<file path="src/verilog/rbt_pkg.sv">
// Purpose: Shared constants and carrier types for the registered bus transceiver
// Assumes: 32-bit APB register access, byte addresses on word boundaries
// Notes: Section count and width defaults give two 9-bit sections
package rbt_pkg;
  localparam int RBT_SECT_W = 9;
  localparam int RBT_N_SECT = 2;
  localparam int RBT_ADDR_W = 8;
  localparam int RBT_DATA_W = 32;
  // Register byte offsets
  localparam logic [RBT_ADDR_W-1:0] RBT_CTRL_OFS = 8'h00;
  localparam logic [RBT_ADDR_W-1:0] RBT_STORE_A_OFS = 8'h04;
  localparam logic [RBT_ADDR_W-1:0] RBT_STORE_B_OFS = 8'h08;
  localparam logic [RBT_ADDR_W-1:0] RBT_PINS_A_OFS = 8'h0C;
  localparam logic [RBT_ADDR_W-1:0] RBT_PINS_B_OFS = 8'h10;
  // Control register layout and reset value
  localparam int RBT_CTRL_TEST_BIT = 0;
  localparam logic RBT_TEST_RST = 1'b0;
  localparam logic [RBT_DATA_W-1:0] RBT_ZERO_WORD = 32'h0000_0000;

  // One section's control pins, carried together through the synchroniser
  typedef struct packed {
    logic oe_n;
    logic dir;
    logic clk_ab;
    logic clk_ba;
    logic sel_ab;
    logic sel_ba;
  } rbt_ctl_t;

  localparam rbt_ctl_t RBT_CTL_RST = '{oe_n: 1'b1, dir: 1'b0, clk_ab: 1'b0,
                                       clk_ba: 1'b0, sel_ab: 1'b0, sel_ba: 1'b0};
endpackage

</file>
<file path="src/verilog/rbt_transceiver.sv">
// Purpose: Registered bidirectional bus transceiver, normal-mode datapath, per section
// Assumes: All bus and control pins are asynchronous to CLK and pass two flip-flops before use; APB inputs are used directly
// Notes: Pin-to-pin latency is three CLK cycles; capture clocks must stay high and low
// Notes: for at least two CLK periods each so that every rising edge is seen
//
// Behaviour
// - Outputs enabled with direction high drive the B bus from the A side, A is input.
// - Outputs enabled with direction low drive the A bus from the B side, B is input.
// - Output enable high releases both buses, isolating them from each other.
// - Each rising edge of the A-to-B capture clock stores the A bus value.
// - With the A-to-B source select low, B carries the live A value.
// - With the A-to-B source select high, B carries the stored A value.
// - The B-to-A capture clock and select mirror the A-to-B ones for the A bus.
// - Enabled, direction low and B-to-A select low pass the live B value to A.
// - Enabled, direction low and B-to-A select high drive A from the stored B value.
// - Test mode suspends normal drive and releases both buses of every section.
// - Sampling pins through the register port leaves the datapath untouched.
// - Two independent 9-bit sections, usable alone or together as one 18-bit path.
// - Capture happens on every rising edge whatever the enable and direction.
`timescale 1ns/1ps
module rbt_transceiver import rbt_pkg::*; #(
  parameter int SECT_W = RBT_SECT_W,
  parameter int N_SECT = RBT_N_SECT
) (
  // Clock and reset
  input wire logic CLK,
  input wire logic RST,
  // Section controls, one bit per section
  input wire logic [N_SECT-1:0] OE_N,
  input wire logic [N_SECT-1:0] DIR,
  input wire logic [N_SECT-1:0] A_TO_B_CAPTURE_CLK,
  input wire logic [N_SECT-1:0] B_TO_A_CAPTURE_CLK,
  input wire logic [N_SECT-1:0] A_TO_B_SOURCE_SEL,
  input wire logic [N_SECT-1:0] B_TO_A_SOURCE_SEL,
  // A bus pins
  input wire logic [N_SECT-1:0][SECT_W-1:0] A_IN,
  output logic [N_SECT-1:0][SECT_W-1:0] A_OUT,
  output logic [N_SECT-1:0][SECT_W-1:0] A_OE,
  // B bus pins
  input wire logic [N_SECT-1:0][SECT_W-1:0] B_IN,
  output logic [N_SECT-1:0][SECT_W-1:0] B_OUT,
  output logic [N_SECT-1:0][SECT_W-1:0] B_OE,
  // APB slave
  input wire logic PSEL,
  input wire logic PENABLE,
  input wire logic PWRITE,
  input wire logic [RBT_ADDR_W-1:0] PADDR,
  input wire logic [RBT_DATA_W-1:0] PWDATA,
  output logic [RBT_DATA_W-1:0] PRDATA,
  output logic PREADY,
  output logic PSLVERR
);

  function automatic logic [SECT_W-1:0] pick(input logic sel, input logic [SECT_W-1:0] stored,
                                             input logic [SECT_W-1:0] live);
    pick = sel ? stored : live;
  endfunction

  // Synchronisers: stage one feeds stage two only
  rbt_ctl_t [N_SECT-1:0] ctl_s1, ctl_s2;
  logic [N_SECT-1:0] cab_prev, cba_prev;
  logic [N_SECT-1:0][SECT_W-1:0] a_s1, a_s2, b_s1, b_s2;
  logic [N_SECT-1:0] cab_rise, cba_rise;

  always_ff @(posedge CLK or posedge RST) begin
    if (RST) begin
      ctl_s1 <= {N_SECT{RBT_CTL_RST}};
      ctl_s2 <= {N_SECT{RBT_CTL_RST}};
      cab_prev <= '0;
      cba_prev <= '0;
      a_s1 <= '0;
      a_s2 <= '0;
      b_s1 <= '0;
      b_s2 <= '0;
    end else begin
      for (int s = 0; s < N_SECT; s++) begin
        ctl_s1[s] <= '{oe_n: OE_N[s], dir: DIR[s], clk_ab: A_TO_B_CAPTURE_CLK[s],
                       clk_ba: B_TO_A_CAPTURE_CLK[s], sel_ab: A_TO_B_SOURCE_SEL[s],
                       sel_ba: B_TO_A_SOURCE_SEL[s]};
        cab_prev[s] <= ctl_s2[s].clk_ab;
        cba_prev[s] <= ctl_s2[s].clk_ba;
      end
      ctl_s2 <= ctl_s1;
      a_s1 <= A_IN;
      a_s2 <= a_s1;
      b_s1 <= B_IN;
      b_s2 <= b_s1;
    end
  end

  always_comb begin
    for (int s = 0; s < N_SECT; s++) begin
      cab_rise[s] = ctl_s2[s].clk_ab & ~cab_prev[s];
      cba_rise[s] = ctl_s2[s].clk_ba & ~cba_prev[s];
    end
  end

  // Storage and output drive
  logic test_mode, next_test_mode;
  logic [N_SECT-1:0][SECT_W-1:0] store_a, store_b, next_store_a, next_store_b;
  logic [N_SECT-1:0][SECT_W-1:0] next_a_out, next_a_oe, next_b_out, next_b_oe;

  always_comb begin
    next_store_a = store_a;
    next_store_b = store_b;
    next_a_out = A_OUT;
    next_b_out = B_OUT;
    next_a_oe = '0;
    next_b_oe = '0;
    for (int s = 0; s < N_SECT; s++) begin
      // Capture ignores enable and direction
      if (cab_rise[s]) begin
        next_store_a[s] = a_s2[s];
      end
      if (cba_rise[s]) begin
        next_store_b[s] = b_s2[s];
      end
      // Test mode owns the pins, so normal drive is withheld
      if (!ctl_s2[s].oe_n && !test_mode) begin
        if (ctl_s2[s].dir) begin
          next_b_oe[s] = {SECT_W{1'b1}};
          next_b_out[s] = pick(ctl_s2[s].sel_ab, store_a[s], a_s2[s]);
        end else begin
          next_a_oe[s] = {SECT_W{1'b1}};
          next_a_out[s] = pick(ctl_s2[s].sel_ba, store_b[s], b_s2[s]);
        end
      end
    end
  end

  always_ff @(posedge CLK or posedge RST) begin
    if (RST) begin
      store_a <= '0;
      store_b <= '0;
      A_OUT <= '0;
      B_OUT <= '0;
      A_OE <= '0;
      B_OE <= '0;
    end else begin
      store_a <= next_store_a;
      store_b <= next_store_b;
      A_OUT <= next_a_out;
      B_OUT <= next_b_out;
      A_OE <= next_a_oe;
      B_OE <= next_b_oe;
    end
  end

  // APB slave; answer in the second cycle of the access phase so PRDATA comes from a flop
  logic access;
  logic [RBT_DATA_W-1:0] next_prdata;
  logic next_pready, next_pslverr;

  assign access = PSEL & PENABLE & ~PREADY;

  always_comb begin
    next_test_mode = test_mode;
    next_prdata = RBT_ZERO_WORD;
    next_pready = access;
    next_pslverr = 1'b0;
    if (access) begin
      case (PADDR)
        RBT_CTRL_OFS: begin
          if (PWRITE) begin
            next_test_mode = PWDATA[RBT_CTRL_TEST_BIT];
          end else begin
            next_prdata[RBT_CTRL_TEST_BIT] = test_mode;
          end
        end
        RBT_STORE_A_OFS: next_prdata = RBT_DATA_W'(store_a);
        RBT_STORE_B_OFS: next_prdata = RBT_DATA_W'(store_b);
        // Pin snapshots are read-only views; reading them touches no datapath state
        RBT_PINS_A_OFS: next_prdata = RBT_DATA_W'(a_s2);
        RBT_PINS_B_OFS: next_prdata = RBT_DATA_W'(b_s2);
        default: next_pslverr = 1'b1;
      endcase
    end
  end

  always_ff @(posedge CLK or posedge RST) begin
    if (RST) begin
      test_mode <= RBT_TEST_RST;
      PRDATA <= RBT_ZERO_WORD;
      PREADY <= 1'b0;
      PSLVERR <= 1'b0;
    end else begin
      test_mode <= next_test_mode;
      PRDATA <= next_prdata;
      PREADY <= next_pready;
      PSLVERR <= next_pslverr;
    end
  end

  // Checks per section
  for (genvar g = 0; g < N_SECT; g++) begin : g_chk
    chk_b_drive_dir: assert property (@(posedge CLK) disable iff (RST)
      (B_OE[g] != '0) == $past(!ctl_s2[g].oe_n && ctl_s2[g].dir && !test_mode))
      else $error("B drive does not follow enable and direction");

    chk_a_drive_dir: assert property (@(posedge CLK) disable iff (RST)
      (A_OE[g] != '0) == $past(!ctl_s2[g].oe_n && !ctl_s2[g].dir && !test_mode))
      else $error("A drive does not follow enable and direction");

    chk_isolate_both: assert property (@(posedge CLK) disable iff (RST)
      ctl_s2[g].oe_n |=> (A_OE[g] == '0) && (B_OE[g] == '0))
      else $error("Bus driven while output enable is high");

    chk_capture_a: assert property (@(posedge CLK) disable iff (RST)
      cab_rise[g] |=> store_a[g] == $past(a_s2[g]))
      else $error("A storage missed a capture");

    chk_b_live: assert property (@(posedge CLK) disable iff (RST)
      (B_OE[g] != '0) && !$past(ctl_s2[g].sel_ab) |-> B_OUT[g] == $past(a_s2[g]))
      else $error("B bus not carrying live A data");

    chk_b_stored: assert property (@(posedge CLK) disable iff (RST)
      (B_OE[g] != '0) && $past(ctl_s2[g].sel_ab) |-> B_OUT[g] == $past(store_a[g]))
      else $error("B bus not carrying stored A data");

    chk_capture_b: assert property (@(posedge CLK) disable iff (RST)
      cba_rise[g] |=> store_b[g] == $past(b_s2[g]))
      else $error("B storage missed a capture");

    chk_a_live: assert property (@(posedge CLK) disable iff (RST)
      (A_OE[g] != '0) && !$past(ctl_s2[g].sel_ba) |-> A_OUT[g] == $past(b_s2[g]))
      else $error("A bus not carrying live B data");

    chk_a_stored: assert property (@(posedge CLK) disable iff (RST)
      (A_OE[g] != '0) && $past(ctl_s2[g].sel_ba) |-> A_OUT[g] == $past(store_b[g]))
      else $error("A bus not carrying stored B data");

    chk_test_release: assert property (@(posedge CLK) disable iff (RST)
      test_mode |=> (A_OE[g] == '0) && (B_OE[g] == '0))
      else $error("Pins driven in test mode");

    chk_hold_store: assert property (@(posedge CLK) disable iff (RST)
      !cab_rise[g] && !cba_rise[g] |=> $stable(store_a[g]) && $stable(store_b[g]))
      else $error("Storage changed without a capture edge");

    chk_capture_gated: assert property (@(posedge CLK) disable iff (RST)
      cab_rise[g] && ctl_s2[g].oe_n ##1 1'b1 |-> store_a[g] == $past(a_s2[g]))
      else $error("Capture lost while outputs disabled");

    // A section never fights itself, and drives all of its bits or none
    chk_one_side: assert property (@(posedge CLK) disable iff (RST)
      !((A_OE[g] != '0) && (B_OE[g] != '0)))
      else $error("Both buses driven by one section");

    chk_oe_uniform: assert property (@(posedge CLK) disable iff (RST)
      ((A_OE[g] == '0) || (A_OE[g] == {SECT_W{1'b1}})) &&
      ((B_OE[g] == '0) || (B_OE[g] == {SECT_W{1'b1}})))
      else $error("Section drive enables differ across bits");

    // Test mode withholds drive only; storage keeps capturing
    chk_test_capture: assert property (@(posedge CLK) disable iff (RST)
      cab_rise[g] && test_mode |=> store_a[g] == $past(a_s2[g]))
      else $error("Capture lost in test mode");

    cov_b_stored: cover property (@(posedge CLK) disable iff (RST)
      (B_OE[g] != '0) && $past(ctl_s2[g].sel_ab));

    cov_a_live: cover property (@(posedge CLK) disable iff (RST)
      (A_OE[g] != '0) && !$past(ctl_s2[g].sel_ba));

    cov_both_capture: cover property (@(posedge CLK) disable iff (RST)
      cab_rise[g] && cba_rise[g]);
  end

  // Register port checks
  chk_ready_answer: assert property (@(posedge CLK) disable iff (RST)
    access |=> PREADY)
    else $error("Register access not answered");

  chk_ready_pulse: assert property (@(posedge CLK) disable iff (RST)
    PREADY |=> !PREADY)
    else $error("Ready held longer than one cycle");

  chk_err_zero: assert property (@(posedge CLK) disable iff (RST)
    PSLVERR |-> PREADY && (PRDATA == RBT_ZERO_WORD))
    else $error("Error answer carries data");

  chk_mode_write: assert property (@(posedge CLK) disable iff (RST)
    access && PWRITE && (PADDR == RBT_CTRL_OFS) |=>
      test_mode == $past(PWDATA[RBT_CTRL_TEST_BIT]))
    else $error("Test mode write not taken");

  chk_mode_hold: assert property (@(posedge CLK) disable iff (RST)
    !(access && PWRITE && (PADDR == RBT_CTRL_OFS)) |=> $stable(test_mode))
    else $error("Test mode changed without a write");

  chk_store_view: assert property (@(posedge CLK) disable iff (RST)
    access && !PWRITE && (PADDR == RBT_STORE_A_OFS) |=>
      PRDATA == RBT_DATA_W'($past(store_a)))
    else $error("Stored A read back wrong");

  chk_pins_a_view: assert property (@(posedge CLK) disable iff (RST)
    access && !PWRITE && (PADDR == RBT_PINS_A_OFS) |=> PRDATA == RBT_DATA_W'($past(a_s2)))
    else $error("A pin snapshot read back wrong");

  chk_pins_b_view: assert property (@(posedge CLK) disable iff (RST)
    access && !PWRITE && (PADDR == RBT_PINS_B_OFS) |=> PRDATA == RBT_DATA_W'($past(b_s2)))
    else $error("B pin snapshot read back wrong");

  chk_ro_write: assert property (@(posedge CLK) disable iff (RST)
    access && PWRITE && (PADDR == RBT_STORE_A_OFS) && (cab_rise == '0) |=> $stable(store_a))
    else $error("Read-only write changed storage");

  cov_test_mode: cover property (@(posedge CLK) disable iff (RST) $rose(test_mode));
  cov_err_access: cover property (@(posedge CLK) disable iff (RST) PSLVERR);

endmodule

</file>
<file path="config.mk">
export PLATFORM = sky130hd
export DESIGN_NAME = rbt_transceiver
export DESIGN_NICKNAME = d
export VERILOG_FILES = /design/src/verilog/rbt_pkg.sv /design/src/verilog/rbt_transceiver.sv
export SDC_FILE = /design/constraint.sdc
export NUM_CORES = 1
export LEC_CHECK = 0
export ABC_AREA = 1
export BUFFER_PORTS_ARGS = -buffer_cell sky130_fd_sc_hd__buf_2
export CAP_MARGIN = 20
export CORE_MARGIN = 2
export CORE_UTILIZATION = 56
export CTS_CLUSTER_SIZE = 30
export DETAILED_ROUTE_END_ITERATION = 10
export PLACE_DENSITY = 0.84
export RECOVER_POWER = 100
export SYNTH_ARGS = -nofsm -noshare
export SYNTH_HDL_FRONTEND = slang
export SYNTH_SLANG_ARGS = --single-unit
</file>
<file path="constraint.sdc">
create_clock -name CLK -period 10.7 [get_ports CLK]
set_input_delay 0.535 -clock CLK [delete_from_list [all_inputs] [get_ports CLK]]
set_output_delay 0.535 -clock CLK [all_outputs]
set_load 0.1 [all_outputs]
</file>
==> flow_summary_export.csv, run 1 <==
group,metric,value,unit
timing,tns,0,ns
timing,final-hold-violation-count,0,
clocking,cts_setup_buffers,0,
yosys,syn_area_per_cell,10.36,um2
critical_path,cp.buffers_inverters,4,
die,chipWidth,119.0,um
die,fp-row-count,42,
grt,grt_pass1_wl,23680,um
grt,overflow,0,
cells_and_area,final_common_cell,"dfrtp_1",
placement,gp_congestion,0.8030,
clocking,clkTransAtPathRegs,0.07,ns
critical_path,cpPeakStageDelay,2.61,ns
yosys,yosys.area.top_type,"dfrtp_1",
route,drt-pass1-iter-count,5,
cells_and_area,synthToLayoutAreaGrowth,14.41,%
timing,drv_slew,156,
critical_path,crit_fanout,115,
yosys,synth_cell_types,21,
die,dieArea,14160,um2
grt,grt_max_degree,116,
critical_path,crit_family,"buffers and inverters",
yosys,synth_edf_count,0,
power,p_leak,0.004157,uW
die,ios,199,
power,power_density,198.5,nW/um2
clocking,clock_latency,0.43,ns
clocking,cts_buffer_depth,2,
yosys,ys_ff_latch,197,
critical_path,cp_slowest_cell,"clkinvlp_2",
yosys,synth_area_leaders,"dfrtp_1 (65%), nand2_1 (7.7%), nor2_1 (5.3%), buf_4 (5.1%), a21oi_1 (4.9%)",
route,drc,0,
clocking,cts-htree-levels,4,
route,vias,5030,
route,wire_per_inst,14.44,um
status,status,"finished with violations",
cells_and_area,layout_common_cells,"dfrtp_1 (193), nand2_1 (153), nor2_1 (107)",
timing,worstMarginPinSlew,4.766,ns
placement,port-buffer-count,153,
clocking,hold_buffers,0,
yosys,synth_ff_type,"dfrtp_1",
timing,grt_setup_unrepaired,"false",
grt,grt_pass1_vias,4824,
timing,setup_viol,0,
grt,gr-usage-all-layers,0.2220,
route,wl,14840,um
run,maxCapViolCount,3,
clocking,clkSinkCount,197,
status,violations,"capacitance limit, slew limit",
yosys,yosysTopAreaCellShare,0.6520,
timing,finClkSkew,0.009276,ns
timing,maxSlewHeadroom,-2.195,
timing,max_freq,266.2,MHz
yosys,async_reset_ff_frac,1.000,
die,initial_core_util,0.5661,
yosys,yosys_warnings,0,
yosys,syn_inst,715,
critical_path,critPathLaunchType,"input port",
clocking,cts_buffers,17,
power,max-vdd-ir-drop,171.6,uV
cells_and_area,drive_gt1_frac,0.1341,
timing,finalCritPeriodShare,0.3511,
cells_and_area,fill_cells,1077,
clocking,post_cts_resize_count,0,
critical_path,worstPathCellList,"buf_2 > clkinvlp_2 > clkbuf_1 > buf_16",
clocking,ctsRootBufferMaster,"clkbuf_16",
critical_path,critPathRequiredTime,11.23,ns
clocking,cts_tree,"done",
yosys,yosysSeqAreaShare,0.6662,
route,first_iter_violations,445,
timing,fin_ws,6.943,ns
critical_path,cp_data_arrival_time,4.29,ns
yosys,syn_area,7407,um2
die,core-area,13090,um2
grt,antenna_found_initial,2,
placement,hpwl,9569,um
cells_and_area,finalNetCount,930,
critical_path,worst_setup_path_end_kind,"async pin",
timing,min_period,3.757,ns
placement,place_ws,8.414,ns
hold_path,hold_path_class,"in2reg",
die,die_y,119.0,um
critical_path,worst-setup-path-type,"in2async",
route,viasPerCell,4.893,
route,ant_nets,0,
[synth_stat cells (2+ instances only)]
library cell  count
a21oi_1          73
nand2_4           2
buf_4            50
nor3b_2           2
clkbuf_1         13
dfstp_2           4
o21ai_0          36
nor2_1          105
dfrtp_1         193
nor2_2            5
nor3_2            2
nand3_1           7
buf_2             4
nand2_1         152
inv_1            47
nor2_4           15
[cell type report]
type,instances,area [um2],share of cell area
multi-input combinational,415,1839,0.2170
tap,176,220.2,0.02599
inverter,48,181.4,0.02141
clock buffer,18,429.2,0.05064
antenna,2,5.005,0.0005906
sequential,197,4935,0.5823
clock inverter,14,177.7,0.02097
timing repair buffer,158,686.9,0.08106
[cell families after synthesis]
family	after synthesis	synth area share
DFF	197	0.6662
and+or+nand+nor	292	0.1726
buffers and inverters	116	0.08699
other	1	0.0005063
AOI/OAI and AO/OA	109	0.07365
[where the power goes]
part	internal [uW]	total (uW)	switching, uW
registers	793	827	33.4
logic	34.2	205	171
clock network	357	651	294
[per-stage QoR]
step / util / instance area (um2) / hold slack, ns / total power (uW) / instances
after CTS: 0.6578 / 8607 / 0.1848 / 1696 / 1023
after global placement: 0.6114 / 8000 / 0.3318 / 1041 / 991
final: 0.6476 / 8474 / 0.2014 / 1683 / 1028
after floorplan: - / 7456 / 0.3312 / 1003 / 728
after detailed placement: 0.6114 / 8000 / 0.3347 / 1047 / 991
after global routing: 0.6476 / 8474 / 0.1827 / 1747 / 1028
[worst paths after layout]
kind,slack [ns],endpoint,cells after the start,from
hold / removal,0.20,b_s1[0],1,B_IN[0]
hold reg to reg,0.35,a_s2[12],0,a_s1[12]
min in group asynchronous,1.55,b_s1[11],2,RST
setup / recovery,6.94,ctl_s1[5],4,RST
max in group CLK,7.57,PRDATA[1],8,PADDR[7]
setup reg to reg,8.55,A_OUT[17],2,test_mode
[routing by layer]
layer / wire (um) / GRT usage
met2: 7265 / 0.3534
met4: 443 / 0.1094
met5: 0 / 0
met3: 960 / 0.05172
met1: 6172 / 0.2890
[worst reg2reg max path: cells and delay by family (launching register included)]
family / cells / cell delay, ns
simple gates: 1 / 1.32
flops: 1 / 0.43
compound gates: 1 / 0.21
[state kept, by name, indices dropped and copies added, names as in the netlist, 12 cells and up]
signal and cells:
ctl_s1 12, A_OUT 18, B_OUT 18, b_s2 18
ctl_s2 12, a_s1 18, PRDATA 18, a_s2 18
store_b 18, store_a 18, b_s1 18
No activity file was read; power rests on OpenSTA's default activity.
==> inputs of run 2 (changes only) <==
--- a/config.mk
+++ b/config.mk
@@ -9,10 +9,10 @@
 export BUFFER_PORTS_ARGS = -buffer_cell sky130_fd_sc_hd__buf_2
 export CAP_MARGIN = 20
 export CORE_MARGIN = 2
-export CORE_UTILIZATION = 56
+export CORE_UTILIZATION = 47
 export CTS_CLUSTER_SIZE = 30
 export DETAILED_ROUTE_END_ITERATION = 10
-export PLACE_DENSITY = 0.84
+export PLACE_DENSITY = 0.75
 export RECOVER_POWER = 100
 export SYNTH_ARGS = -nofsm -noshare
 export SYNTH_HDL_FRONTEND = slang
==> constraint.sdc (replaced) <==
create_clock -name CLK -period 3.31 [get_ports CLK]
set_input_delay 0.1655 -clock CLK [delete_from_list [all_inputs] [get_ports CLK]]
set_output_delay 0.1655 -clock CLK [all_outputs]
set_load 0.1 [all_outputs]
==> run 2 against run 1 <==
Compared with the run above: the run still ends with capacitance limit, slew limit left; hold slack got worse by 0.18 ns; design area rose by 5.2%; routed wire length rose by 2.0%; die area rose by 18%; combinational power rose to 3.4 times the previous value; clock power rose to 3.1 times the previous value; sequential share of layout area fell by 2.9 points; register-to-register slack got worse by 7.4 ns; via count rose by 0.99%; critical endpoint is now PRDATA[9]; largest power group unchanged; highest routed layer unchanged.
==> flow_summary_export.csv, run 2 (synthesis gave the netlist of run 1 again) <==
group,metric,value,unit
cells_and_area,fill_cells,1348,
grt,grt_max_degree,198,
timing,maxSlewHeadroom,-0.1400,
route,drc,0,
timing,finClkSkew,0.01431,ns
power,switchingPower,1647,uW
timing,min_period,2.152,ns
timing,max_freq,464.6,MHz
grt,grt_pass1_vias,4820,
critical_path,worst-setup-path-type,"in2reg",
critical_path,critPathLaunchType,"input port",
placement,hpwl,9487,um
cells_and_area,diodes,0,
placement,port-buffer-count,153,
timing,drv_slew,40,
cells_and_area,drive_gt1_frac,0.1158,
cells_and_area,final_cells,1109,
clocking,cts_buffers,17,
clocking,cts_tree,"done",
critical_path,crit_fanout,19,
clocking,clkTransAtPathRegs,0.08,ns
power,max-vdd-ir-drop,418.0,uV
die,initial_core_util,0.4837,
clocking,clkSinkCount,197,
grt,antenna_found_initial,0,
critical_path,reg2reg_to,"A_OUT[9]",
status,violations,"capacitance limit, slew limit",
critical_path,r2r-start,"test_mode",
power,power_density,602.2,nW/um2
hold_path,hold_path_class,"in2reg",
critical_path,reg2regPathDepth,2,
placement,gp_congestion,0.7632,
power,pwr-share-seq,0.497,
die,dieArea,16780,um2
critical_path,startpoint,"PADDR[7]",
timing,finalCritPeriodShare,0.6502,
status,status,"finished with violations",
power,p_sw_frac,0.3068,
placement,dpl.cell_count,1026,
route,drt-pass1-iter-count,4,
cells_and_area,final_common_cell,"dfrtp_1",
power,p_int,3720,uW
clocking,cts_buffer_depth,2,
power,share_comb_of_total_power,0.131,
route,wire_per_inst,13.66,um
cells_and_area,synthToLayoutAreaGrowth,20.34,%
critical_path,critPathRequiredTime,3.66,ns
timing,setup_viol,0,
critical_path,worstSetupEndpoint,"PRDATA[9]",
route,wl,15150,um
timing,grt_setup_unrepaired,"false",
cells_and_area,layout_common_cells,"dfrtp_1 (193), nand2_1 (153), nor2_1 (114)",
route,viasPerCell,4.581,
die,die_y,129.5,um
cells_and_area,finalNetCount,978,
clocking,cts-htree-levels,4,
grt,gr-usage-all-layers,0.1883,
die,ios,199,
timing,final-hold-violation-count,0,
power,p_total,5367,uW
die,chipWidth,129.5,um
clocking,ctsRootBufferMaster,"clkbuf_16",
die,fp-row-count,45,
clocking,clock_latency,0.44,ns
grt,overflow,0,
route,vias,5080,
route,first_iter_violations,354,
critical_path,r2r_slack,1.20,ns
power,p_leak,0.004345,uW
run,maxCapViolCount,2,
power,power.share.clock,0.372,
route,ant_nets,0,
critical_path,worst_setup_path_end_kind,"flop",
die,core-area,15310,um2
critical_path,cp_data_arrival_time,2.50,ns
timing,worstMarginPinSlew,1.704,ns
grt,grt_pass1_wl,23720,um
timing,tns,0,ns
==> run 2: changes by cell type in the layout (fill, tap and decap cells not counted), moves of 4 or more <==
cell and delta:
dlygate4sd3_1 +49, nor2_1 +7, nor2_4 -7, buf_2 -4
==> run 2: layout make-up <==
| cell class | count | area, um2 | share of cell area |
|---|---|---|---|
| clock buffers | 17 | 425.4 | 0.04773 |
| well taps | 211 | 264.0 | 0.02962 |
| clock inverters | 15 | 155.1 | 0.01741 |
| inverters | 48 | 181.4 | 0.02035 |
| flip-flops and latches | 197 | 4935 | 0.5536 |
| repair buffers | 206 | 1161 | 0.1303 |
| multi-input cells | 415 | 1792 | 0.2010 |
==> run 2: worst min-delay path by stage <==
| stage | cells after the start | slack, ns | end | from |
|---|---|---|---|---|
| finish | 3 | 0.02 | PREADY | PENABLE |
| global route | 3 | 0.04 | test_mode | PWRITE |
| CTS | 3 | 0.01 | PREADY | PENABLE |
| detailed placement | 1 | 0.27 | ctl_s1[5] | OE_N[0] |
| global placement | 1 | 0.27 | a_s1[4] | A_IN[4] |
| floorplan | 0 | 0.17 | ctl_s1[11] | OE_N[1] |
==> run 2: per-layer routing <==
| layer | track usage | share of wire | up-vias |
|---|---|---|---|
| met5 | 0 | 0 | - |
| met4 | 0.07400 | 0.014 | 0 |
| met3 | 0.04624 | 0.051 | 18 |
| met2 | 0.3056 | 0.48 | 140 |
| met1 | 0.2466 | 0.45 | 2411 |
| li1 | - | - | 2511 |
==> run 2: power by group through the flow <==
stage	Sequential, uW	Combinational, uW	Clock, uW
CTS	2670	720	2040
finish	2670	702	2000
floorplan	2970	279	0
global placement	2710	667	0
global route	2690	755	2140
detailed placement	2710	674	0
==> run 2: timing repair <==
item,4_1_cts,5_1_grt
setup buffers,0,0
hold buffers,49,0
resized for setup,0,0
hold endpoints to repair,49,0
==> run 2: worst max-delay path, stage by stage <==
cell	delay [ns]
buf_2	0.09
nor2_1	0.20
nand3_1	0.11
nor2_1	1.27
nor2_2	0.05
nand2_1	0.17
nand2_4	0.20
nor2_1	0.22
==> run 2: through the flow <==
| stage | hold WS, ns | cell area [um2] | util | setup WS [ns] |
|---|---|---|---|---|
| detailed placement | 0.2718 | 8053 | 0.5258 | 1.457 |
| global placement | 0.2734 | 8053 | 0.5258 | 1.493 |
| CTS | 0.01136 | 9124 | 0.5958 | 1.531 |
| floorplan | 0.1700 | 7460 | - | 0.6014 |
| global route | 0.03661 | 8914 | 0.5820 | 0.7842 |
| finish | 0.02045 | 8914 | 0.5820 | 1.158 |
==> inputs of run 3 (changes only) <==
--- a/config.mk
+++ b/config.mk
@@ -5,7 +5,7 @@
 export SDC_FILE = /design/constraint.sdc
 export NUM_CORES = 1
 export LEC_CHECK = 0
-export ABC_AREA = 1
+export ABC_AREA = 0
 export BUFFER_PORTS_ARGS = -buffer_cell sky130_fd_sc_hd__buf_2
 export CAP_MARGIN = 20
 export CORE_MARGIN = 2
==> constraint.sdc (replaced) <==
create_clock -name CLK -period 1.8 [get_ports CLK]
set_input_delay 0.09 -clock CLK [delete_from_list [all_inputs] [get_ports CLK]]
set_output_delay 0.09 -clock CLK [all_outputs]
set_load 0.1 [all_outputs]
==> run 3 against run 2 <==
Compared with the run above: largest power group unchanged; the run now ends clean; sequential share of layout area is 2.9 points lower; power is 120% higher; critical endpoint is now B_OE[0]; global-route usage is 0.90 points higher; critical path depth is 7 lower; via count is 7.8% lower; routed wire length is 6.8% higher; critical path type is now reg2out; design area is 5.6% higher; sequential cell count stayed put; clock skew is 0.0076 ns lower; clock power is 110% higher; combinational power grew to 3.5 times the previous value; register-to-register slack worse by 0.81 ns.
==> flow_summary_export.csv, run 3 <==
group,metric,value,unit
placement,hpwl,11220,um
die,ios,199,
yosys,yosys_warnings,0,
yosys,syn_inst,535,
grt,grt_pass1_vias,4716,
yosys,yosysSeqAreaShare,0.6578,
yosys,async_reset_ff_frac,1.000,
timing,tns,0,ns
placement,gp_congestion,0.8565,
hold_path,hold_path_class,"in2reg",
timing,min_period,1.495,ns
clocking,hold_buffers,53,
clocking,clkTransAtPathRegs,0.07,ns
power,p_sw_frac,0.3226,
yosys,synth_ff_type,"dfrtp_1",
critical_path,cp.buffers_inverters,1,
clocking,cts_buffer_depth,2,
die,chipWidth,130.3,um
route,ant_nets,0,
critical_path,crit_family,"buffers and inverters",
power,p_leak,0.004281,uW
route,wl,16170,um
timing,worstMarginPinSlew,1.269,ns
clocking,clkSinkCount,197,
grt,gr-usage-all-layers,0.1973,
die,initial_core_util,0.4757,
critical_path,r2r-start,"PREADY",
clocking,cts_tree,"done",
yosys,yosysTopAreaCellShare,0.6438,
critical_path,cp_data_arrival_time,1.40,ns
yosys,yosys-top-cells-count,"dfrtp_1 (193), mux2_2 (55), buf_4 (51)",
clocking,clock_latency,0.44,ns
yosys,synth_area_leaders,"dfrtp_1 (64%), mux2_2 (8.3%), buf_4 (5.1%), mux2i_1 (4.8%), nand3_1 (2.5%)",
power,p_total,11650,uW
power,share_comb_of_total_power,0.211,
timing,finalCritPeriodShare,0.8305,
cells_and_area,layout_common_cells,"dfrtp_1 (193), clkbuf_2 (93), buf_2 (60)",
status,status,"finished, final reports clean",
placement,port-buffer-count,153,
cells_and_area,drive_gt1_frac,0.3634,
clocking,ctsRootBufferMaster,"clkbuf_16",
cells_and_area,final_common_cell,"dfrtp_1",
grt,grt_max_degree,42,
power,p_int,7891,uW
clocking,cts_buffers,17,
critical_path,worstPathCellList,"clkbuf_2",
critical_path,cp_slowest_cell,"clkbuf_2",
die,dieArea,16990,um2
die,core-area,15770,um2
critical_path,startpoint,"B_OE[7]",
timing,grt_setup_unrepaired,"false",
timing,finClkSkew,0.006687,ns
route,drt-pass1-iter-count,4,
power,pwr-share-seq,0.437,
placement,place_ws,0.2824,ns
clocking,cts_setup_buffers,0,
timing,max_freq,668.9,MHz
route,drc,0,
grt,overflow,0,
clocking,post_cts_resize_count,0,
power,max-vdd-ir-drop,752.5,uV
critical_path,worst-setup-path-type,"reg2out",
power,switchingPower,3758,uW
cells_and_area,utilization,0.5968,
yosys,yosysMostFrequentCell,"dfrtp_1",
timing,setup_viol,0,
route,vias,4685,
route,viasPerCell,4.911,
critical_path,worst_setup_path_end_kind,"output port",
die,fp-row-count,46,
route,first_iter_violations,260,
timing,fin_ws,0.3051,ns
route,wire_per_inst,16.95,um
yosys,synth_edf_count,0,
run,maxCapViolCount,0,
cells_and_area,synthToLayoutAreaGrowth,25.45,%
power,power_density,1238,nW/um2
critical_path,critPathLaunchType,"flop",
timing,final-hold-violation-count,0,
power,power.share.clock,0.352,
grt,grt_pass1_wl,25230,um
yosys,syn_area_per_cell,14.02,um2
yosys,ys_ff_latch,197,
cells_and_area,finalNetCount,812,
critical_path,cpPeakStageDelay,0.50,ns
yosys,syn_area,7502,um2
die,die_y,130.3,um
yosys,synth_cell_types,31,
yosys,yosys.area.top_type,"dfrtp_1",
critical_path,crit_fanout,9,
timing,drv_slew,0,
clocking,cts-htree-levels,4,
grt,antenna_found_initial,6,
critical_path,r2r_slack,0.39,ns
critical_path,critPathRequiredTime,1.71,ns
timing,maxSlewHeadroom,0.1493,
hold_path,hp-start,"PADDR[4]",
-- run 3: final timing paths --
| kind | endpoint | cells after the start |
|---|---|---|
| worst max register to register | PRDATA[12] | 5 |
| worst min-delay path | PSLVERR | 3 |
| worst min register to register | b_s2[13] | 0 |
| min in group asynchronous | b_s1[5] | 3 |
| max in group asynchronous | ctl_s2[5] | 4 |
| worst max-delay path | B_OE[0] | 1 |
-- run 3: cells by family after synthesis --
| group | after synthesis | synth area share |
|---|---|---|
| DFF | 197 | 0.6578 |
| and+or+nand+nor | 111 | 0.08706 |
| muxes | 91 | 0.1306 |
| buffers and inverters | 78 | 0.06838 |
| AOI/OAI and AO/OA | 57 | 0.05570 |
| other | 1 | 0.0004999 |
-- run 3: per-layer routing --
| metal | share of wire | GRT usage | vias up |
|---|---|---|---|
| met4 | 0.030 | 0.09136 | 2 |
| met1 | 0.45 | 0.2638 | 2289 |
| met2 | 0.47 | 0.3021 | 154 |
| met5 | 0.00043 | 0 | - |
| met3 | 0.058 | 0.05576 | 35 |
| li1 | - | - | 2205 |
-- run 3: area by class of cell --
| cell class | instances | area [um2] |
|---|---|---|
| Inverter | 3 | 12.51 |
| Fill cell | 1224 | 6359 |
| Clock inverter | 8 | 171.4 |
| Tap cell | 216 | 270.3 |
| Antenna cell | 6 | 15.01 |
| Timing Repair Buffer | 227 | 1509 |
| Sequential cell | 197 | 4935 |
| Multi-Input combinational cell | 273 | 2027 |
| Clock buffer | 24 | 471.7 |
-- run 3: power groups by stage --
stage / combinational [uW] / clock (uW) / sequential, uW
2_1_floorplan: 1020 / 0 / 6090
3_3_place_gp: 2350 / 0 / 5130
3_5_place_dp: 2390 / 0 / 5160
4_1_cts: 2480 / 4160 / 5080
5_1_grt: 2580 / 4340 / 5140
6_report: 2460 / 4100 / 5090
-- run 3: through the flow --
| stage | hold WS (ns) | area [um2] | std cells |
|---|---|---|---|
| 3_5_place_dp | 0.1965 | 8309 | 863 |
| 6_report | 0.1185 | 9412 | 954 |
| 5_1_grt | 0.1419 | 9404 | 951 |
| 2_1_floorplan | 0.09448 | 7555 | 548 |
| 4_1_cts | 0.09933 | 9483 | 948 |
| 3_3_place_gp | 0.1928 | 8309 | 863 |
